===== config.mk =====
export PLATFORM = sky130hd
export DESIGN_NAME = lmsc_shutdown_ctrl
export DESIGN_NICKNAME = d
export VERILOG_FILES = /design/src/logic/lmsc_reg_mem.v /design/src/logic/lmsc_shutdown_ctrl.v
export VERILOG_INCLUDE_DIRS = /design/src /design/src/logic
export SDC_FILE = /design/constraint.sdc
export NUM_CORES = 1
export LEC_CHECK = 0
export BUFFER_PORTS_ARGS = -buffer_cell sky130_fd_sc_hd__buf_2
export CAP_MARGIN = 20
export CORE_MARGIN = 1.5
export CORE_UTILIZATION = 25
export DETAILED_ROUTE_END_ITERATION = 8
export GPL_TIMING_DRIVEN = 0
export MAX_ROUTING_LAYER = met4
export PLACE_DENSITY_LB_ADDON = 0.05
export SLEW_MARGIN = 25
export SYNTH_ARGS = -nofsm -noshare
export SYNTH_HDL_FRONTEND = slang
export SYNTH_HIERARCHICAL = 1
export SYNTH_SLANG_ARGS = --single-unit

===== constraint.sdc =====
create_clock -name clk_sys_i -period 4.7 [get_ports clk_sys_i]
set_input_delay 0 -clock clk_sys_i [delete_from_list [all_inputs] [get_ports clk_sys_i]]
set_output_delay 0 -clock clk_sys_i [all_outputs]
set_load 0.01 [all_outputs]

===== src/logic/lmsc_defines.vh =====
`ifndef LMSC_DEFINES_VH
`define LMSC_DEFINES_VH

// Register indices on the function page.
`define LMSC_REG_CONFIG     8'h02
`define LMSC_REG_PULLDN1    8'h30
`define LMSC_REG_PULLDN2    8'h32
`define LMSC_REG_PULLUP1    8'h34
`define LMSC_REG_PULLUP2    8'h36
`define LMSC_REG_SWRESET    8'h3e

// Field positions.
`define LMSC_CFG_RUN_BIT    0
`define LMSC_HI_FIELD_MSB   6
`define LMSC_HI_FIELD_LSB   4
`define LMSC_LO_FIELD_MSB   3
`define LMSC_LO_FIELD_LSB   1
`define LMSC_SCALE_BIT      2

// Reset values.
`define LMSC_RST_BYTE       8'h00
`define LMSC_SWRESET_KEY    8'h00
`define LMSC_LEVEL_OFF      3'h0

// Register file size.
`define LMSC_NUM_REGS       6
`define LMSC_IDX_W          3

`endif


===== src/logic/lmsc_reg_mem.v =====
`timescale 1ns/1ps

// Small register store for the function page; read data come from a flop.
module lmsc_reg_mem (
	// Clock and reset
	input  wire       clk_sys_i,
	input  wire       rst_n_i,
	// Write port
	input  wire       we_i,
	input  wire [2:0] waddr_i,
	input  wire [7:0] wdata_i,
	input  wire       clear_i,
	// Read port
	input  wire [2:0] raddr_i,
	output reg  [7:0] rdata_o,
	// Whole contents, flattened
	output wire [47:0] all_o
);
	reg [7:0] mem_q [0:5];
	genvar g;

	// Each entry keeps its value until written or cleared, whatever the power state.
	generate
		for (g = 0; g < 6; g = g + 1) begin : g_ent
			always @(posedge clk_sys_i or negedge rst_n_i) begin
				if (!rst_n_i) begin
					mem_q[g] <= 8'h00;
				end else if (clear_i) begin
					mem_q[g] <= 8'h00;
				end else if (we_i && waddr_i == g) begin
					mem_q[g] <= wdata_i;
				end
			end
			assign all_o[g*8 +: 8] = mem_q[g];
		end
	endgenerate

	// Registered read; indices past the end read as zero.
	always @(posedge clk_sys_i or negedge rst_n_i) begin
		if (!rst_n_i) begin
			rdata_o <= 8'h00;
		end else if (raddr_i < 3'd6) begin
			rdata_o <= mem_q[raddr_i];
		end else begin
			rdata_o <= 8'h00;
		end
	end
endmodule // lmsc_reg_mem


===== src/logic/lmsc_shutdown_ctrl.v =====
`timescale 1ns/1ps
`include "lmsc_defines.vh"

module lmsc_shutdown_ctrl (
	// Clock and reset
	input  wire        clk_sys_i,
	input  wire        rst_n_i,
	// Shutdown pin, asynchronous to the clock
	input  wire        shutdown_n_pin_i,
	// Register access from the serial interface, same clock
	input  wire        reg_wr_i,
	input  wire        reg_rd_i,
	input  wire [7:0]  reg_addr_i,
	input  wire [7:0]  reg_wdata_i,
	output reg  [7:0]  reg_rdata_o,
	output reg         reg_rvalid_o,
	// Serial interface reset request
	output reg         if_reset_o,
	// Power state
	output reg         hw_shutdown_o,
	output reg         sw_shutdown_o,
	output reg         blank_o,
	output reg         analog_en_o,
	// Matrix outputs
	output reg  [23:0] column_current_sink_en_o,
	output reg  [11:0] row_pulldown_level_o,
	output reg  [3:0]  pulldown_scale_select_o,
	output reg  [2:0]  column_pullup_level_o
);
	// Pin synchroniser; only the second stage feeds logic.
	reg         pin_s1_q;
	reg         pin_s2_q;
	reg         pin_prev_q;
	wire        rise;
	// Register port: decode, store and read handshake.
	reg         rd_pend_q;
	reg         idx_ok;
	reg  [2:0]  idx;
	wire [7:0]  mem_rdata;
	wire [47:0] regs;
	wire        sw_reset;
	wire        wr_ok;
	// Stored bytes that steer the outputs.
	wire [7:0]  cfg;
	wire [7:0]  pd1;
	wire [7:0]  pd2;
	wire [7:0]  pu1;
	wire [7:0]  pu2;
	wire [11:0] row_code;
	// Next values of the registered power state and matrix outputs.
	reg         if_reset_d;
	reg         hw_shutdown_d;
	reg         sw_shutdown_d;
	reg         blank_d;
	reg         analog_en_d;
	reg  [23:0] sink_en_d;
	reg  [11:0] row_level_d;
	reg  [3:0]  scale_d;
	reg  [2:0]  pullup_d;
	genvar      r;

	// Two flops bring the pin into the clock domain and a third keeps the last synchronised
	// level for edge detection. All three reset low, so a pin that is already high when
	// reset lifts gives one interface reset, which does no harm.
	always @(posedge clk_sys_i or negedge rst_n_i) begin
		if (!rst_n_i) begin
			pin_s1_q   <= 1'b0;
			pin_s2_q   <= 1'b0;
			pin_prev_q <= 1'b0;
		end else begin
			pin_s1_q   <= shutdown_n_pin_i;
			pin_s2_q   <= pin_s1_q;
			pin_prev_q <= pin_s2_q;
		end
	end

	// Low to high step of the synchronised pin, one cycle wide.
	assign rise = pin_s2_q & ~pin_prev_q;

	// Address decode into the local store index. Unmapped addresses, the software reset
	// among them, leave idx_ok low, so they never write the store and read back as zero.
	always @* begin
		idx_ok = 1'b1;
		idx    = 3'd0;
		if (reg_addr_i == `LMSC_REG_CONFIG) begin
			idx = 3'd0;
		end else if (reg_addr_i == `LMSC_REG_PULLDN1) begin
			idx = 3'd1;
		end else if (reg_addr_i == `LMSC_REG_PULLDN2) begin
			idx = 3'd2;
		end else if (reg_addr_i == `LMSC_REG_PULLUP1) begin
			idx = 3'd3;
		end else if (reg_addr_i == `LMSC_REG_PULLUP2) begin
			idx = 3'd4;
		end else begin
			idx_ok = 1'b0;
		end
	end

	// Writes are taken in any power state; the edge cycle drops them as the host must not
	// be mid-transaction then anyway.
	assign wr_ok    = reg_wr_i & ~rise;
	assign sw_reset = wr_ok & (reg_addr_i == `LMSC_REG_SWRESET) &
	                  (reg_wdata_i == `LMSC_SWRESET_KEY);

	// Stored values are touched only by writes, the software reset and rst_n_i, never by shutdown.
	lmsc_reg_mem u_mem (
		.clk_sys_i (clk_sys_i),
		.rst_n_i   (rst_n_i),
		.we_i      (wr_ok & idx_ok),
		.waddr_i   (idx),
		.wdata_i   (reg_wdata_i),
		.clear_i   (sw_reset),
		.raddr_i   (idx_ok ? idx : 3'd7),
		.rdata_o   (mem_rdata),
		.all_o     (regs)
	);

	// Named views of the stored bytes.
	assign cfg = regs[7:0];
	assign pd1 = regs[15:8];
	assign pd2 = regs[23:16];
	assign pu1 = regs[31:24];
	assign pu2 = regs[39:32];

	// Read handshake: the store's read flop and rd_pend_q advance together, so the data is
	// in hand when valid rises. A read in the pin edge cycle is dropped and never answered.
	always @(posedge clk_sys_i or negedge rst_n_i) begin
		if (!rst_n_i) begin
			rd_pend_q    <= 1'b0;
			reg_rvalid_o <= 1'b0;
			reg_rdata_o  <= 8'h00;
		end else begin
			rd_pend_q    <= reg_rd_i & ~rise;
			reg_rvalid_o <= rd_pend_q;
			if (rd_pend_q) begin
				reg_rdata_o <= mem_rdata;
			end
		end
	end

	// Row codes, one generate step per row switch. Rows 0 and 1 share the first pull-down
	// byte and rows 2 and 3 the second; the even row of each pair sits in the upper field.
	generate
		for (r = 0; r < 4; r = r + 1) begin : g_row
			wire [7:0] src;
			assign src = (r < 2) ? pd1 : pd2;
			if ((r % 2) == 0) begin : g_hi
				assign row_code[r*3 +: 3] = src[`LMSC_HI_FIELD_MSB:`LMSC_HI_FIELD_LSB];
			end else begin : g_lo
				assign row_code[r*3 +: 3] = src[`LMSC_LO_FIELD_MSB:`LMSC_LO_FIELD_LSB];
			end
		end
	endgenerate

	// Next values. Blanking is the OR of both shutdown sources, so either one alone keeps
	// the sinks dark; the sinks need the run bit and the synchronised pin together. The
	// run bit is read from the store, so it survives any number of shutdown cycles.
	always @* begin
		if_reset_d    = rise;
		hw_shutdown_d = ~pin_s2_q;
		analog_en_d   = pin_s2_q;
		sw_shutdown_d = ~cfg[`LMSC_CFG_RUN_BIT];
		blank_d       = hw_shutdown_d | sw_shutdown_d;
		sink_en_d     = blank_d ? 24'h000000 : 24'hffffff;
		// The anti-ghost levels follow the store while the pin is high. With the pin low the
		// analogue side is off, so the outputs drop to zero while the stored codes stay put;
		// a host that skips clearing them before shutdown still sees no pull voltages.
		if (pin_s2_q) begin
			row_level_d = row_code;
			scale_d     = {4{pu2[`LMSC_SCALE_BIT]}};
			pullup_d    = pu1[`LMSC_HI_FIELD_MSB:`LMSC_HI_FIELD_LSB];
		end else begin
			row_level_d = 12'h000;
			scale_d     = 4'h0;
			pullup_d    = `LMSC_LEVEL_OFF;
		end
	end

	// Power state and output gating, all from flops so the matrix never sees decode
	// glitches. While reset is low the serial interface is held in reset as well, and the
	// device sits in both shutdowns until the pin and the run bit say otherwise.
	always @(posedge clk_sys_i or negedge rst_n_i) begin
		if (!rst_n_i) begin
			if_reset_o               <= 1'b1;
			hw_shutdown_o            <= 1'b1;
			sw_shutdown_o            <= 1'b1;
			blank_o                  <= 1'b1;
			analog_en_o              <= 1'b0;
			column_current_sink_en_o <= 24'h000000;
			row_pulldown_level_o     <= 12'h000;
			pulldown_scale_select_o  <= 4'h0;
			column_pullup_level_o    <= 3'h0;
		end else begin
			if_reset_o               <= if_reset_d;
			hw_shutdown_o            <= hw_shutdown_d;
			sw_shutdown_o            <= sw_shutdown_d;
			blank_o                  <= blank_d;
			analog_en_o              <= analog_en_d;
			column_current_sink_en_o <= sink_en_d;
			row_pulldown_level_o     <= row_level_d;
			pulldown_scale_select_o  <= scale_d;
			column_pullup_level_o    <= pullup_d;
		end
	end
endmodule // lmsc_shutdown_ctrl


==> qor.csv <==
metric,value,unit
P_int,1.30,mW
CTS tree,done,
DR DRC count,0,
Synth Net Count,389,
Worst Tran Pin Value,0.646,ns
Root Buffer,clkbuf_16,
min Tclk post-route,2.47,ns
CP Buf/Inv Count,4,
total wire length,10.9,mm
Port Buffer Count,77,
first-pass GRT wire length,16.3,mm
Hold/Removal Path Class,input port to flip-flop,
Clock Power Share,0.452,
Antenna Violating Nets Remaining,0,
Final setup viols,0,
"most common cell after layout, fill and taps aside",dfrtp_1,
FP Rows,46,
sequential element share of the synthesized area,0.555,
largest net degree at the start of global routing,47,
setup TNS,0,ns
Final Slew Violations,0,
die area,17000,µm²
most frequent cells in the layout,"dfrtp_1, buf_2, nand2_1",
dpl cells,662,
vias in the first global route,2660,
Worst IR Drop VDD,0.163,mV
Post-DP HPWL,7.58,mm
Clock Latency Late Sink,0.35,ns
Crit path required time,4.91,ns
mapped cell area,4070,µm²
status,"finished, final reports clean",
Lkg Pwr,2.67,nW
via count,2872,
CP Max Fanout,10,
slowest CP cell,dlygate4sd3_1,
area delta synth->final,27.0,%
H-tree levels,3,
part of the power in combinational logic,0.071,
diode count,0,
Initial Util,0.256,
DR iter-0 viols,114,
distinct cell type count after synthesis,32,
DIE HEIGHT,131,µm
Clock Tree Buf Depth,2,
CP arrival,2.68,ns
max_slew headroom,0.570,
pwr/cell area,326,nW/µm²
f_max,0.404,GHz
RSZ-0062 raised after global routing,false,
most numerous cell on the critical path,clkbuf_1,
sequential fraction of design power,0.477,
I/O Pins,78,
post-cts resize count,0,
Critical Path Start Type,input port,
CP Capture Type,flip-flop,
average size of a mapped cell,11.1,µm²
Max-Cap Viols,0,
chip width,131,µm
CTS Hold Buffers Added,9,
core area,15900,µm²
gr ovfl total,0,
Nets,487,
Yosys reg bits,90,
synth warn,6,
initial antenna violation count,0,
share of cells above drive strength 1,0.314,
kind of cell adding the most delay to the critical path,buffers and inverters,
gpl congestion,0.778,
Finished Layout Cells,687,
TritonCTS Buffers,9,
Post-CTS Setup Bufs,0,
CP cell instances,dlygate4sd3_1 > buf_2 > nor4_1 > nand3_1 > nor3_2 > clkbuf_1 > clkbuf_1 > nor2_1,
Fin. Hold Viols,0,
final period utilization,0.527,
Clock Skew,0.00764,ns
Post-Syn Instances,368,
slowest cell delay on critical path,0.53,ns
Global Route Usage Sum,0.138,
Switching Fraction,0.226,
switching power total,0.381,mW
WS Path Type,input port to flip-flop,
Clock Pin Slew Worst Setup and Hold Paths,0.07,ns
Initial DRT Pass Iterations,4,
DR vias/cell,4.18,
clock sinks,90,
DR WL/cell,15.8,µm
stage by stage:
stage	worst slack, ns	hold slack [ns]	util	total power, mW	cell area (µm²)
after floorplan	3.01	-0.296	-	0.868	4070
after global placement	2.27	0.109	0.297	0.931	4720
after detailed placement	2.28	-0.0384	0.299	0.936	4760
after CTS	2.22	0.00660	0.325	1.72	5160
after global routing	2.04	0.0117	0.325	1.76	5160
final	2.23	0.00494	0.325	1.68	5160
power by group through the flow:
stage          clock [mW]  sequential, mW  combinational (mW)
2_1_floorplan           0           0.817              0.0508
3_3_place_gp            0           0.817               0.113
3_5_place_dp            0           0.818               0.118
5_1_grt             0.819           0.805               0.136
6_report            0.762           0.803               0.120
4_1_cts             0.792           0.803               0.124
synthesized netlist by cell type, drive strengths merged:
| cell | number | area share |
|---|---|---|
| mux2i | 48 | 0.12 |
| dfstp | 4 | 0.026 |
| or3 | 1 | 0.0015 |
| nand3 | 4 | 0.0049 |
| nor4 | 2 | 0.0046 |
| nor3 | 3 | 0.0049 |
| inv | 4 | 0.0037 |
| buf | 39 | 0.069 |
| and4bb | 3 | 0.0092 |
| nor2 | 28 | 0.026 |
| and4b | 2 | 0.0049 |
| nand4b | 2 | 0.0043 |
| nor4b | 1 | 0.0058 |
| o21ai | 10 | 0.012 |
| or3b | 1 | 0.0022 |
| xnor2 | 1 | 0.0022 |
| clkbuf | 10 | 0.0092 |
| dfrtp | 86 | 0.53 |
| nand2 | 54 | 0.050 |
| a21oi | 25 | 0.031 |
| and4 | 1 | 0.0022 |
| mux2 | 8 | 0.022 |
| or2 | 1 | 0.0015 |
| and2 | 17 | 0.026 |
| or4b | 2 | 0.0049 |
| o32a | 8 | 0.020 |
| nand2b | 3 | 0.0046 |
cells by family (layout without fill, tap and decap cells):
family	after synthesis	after routing	share of synthesized area
xor+xnor	1	1	0.00215
mux	56	56	0.140
compound gates	43	43	0.0628
simple gates	125	125	0.158
flops	90	90	0.555
buf+inv	53	156	0.0822
metal layers:
layer	routed length [µm]	track usage	up-vias
met2	4740	0.194	70
met4	184	0.0582	0
met1	5520	0.194	1370
met5	0	-	-
met3	447	0.0269	12
li1	-	-	1420
worst paths after layout:
check,start,endpoint,slack (ns),cells after the start
max,reg_wdata_i[1],u_mem/all_o[11],2.23,8
min reg2reg,pin_s1_q,analog_en_d,0.35,0
min in group asynchronous,rst_n_i,reg_rdata_o[5],0.16,2
max in group asynchronous,rst_n_i,if_reset_o,3.93,3
max reg2reg,analog_en_d,u_mem/all_o[11],2.31,6
min,reg_wdata_i[5],u_mem/all_o[5],0.005,3
area by class of cell:
cell class | count | area, µm²
fillers | 1663 | 10700
repair buffers | 87 | 509
clock inverters | 3 | 46.3
flip-flops and latches | 90 | 2260
inverters | 4 | 15.0
well taps | 216 | 270
multi-input cells | 225 | 1480
plain buffers | 49 | 319
clock buffers | 13 | 270
sequential cells by signal, indices dropped and copies added, names as in the netlist, 3 cells and up:
| register | cells |
|---|---|
| column_pullup_level_o | 3 |
| reg_rdata_o | 8 |
| row_pulldown_level_o | 12 |
| u_mem/all_o | 48 |
| u_mem/rdata_o | 8 |
tightest hold or removal path: stages:
cell	delay, ns
buf_2	0.18
nand2_1	0.08
a21oi_1	0.05
No activity file was read; power rests on OpenSTA's default activity.
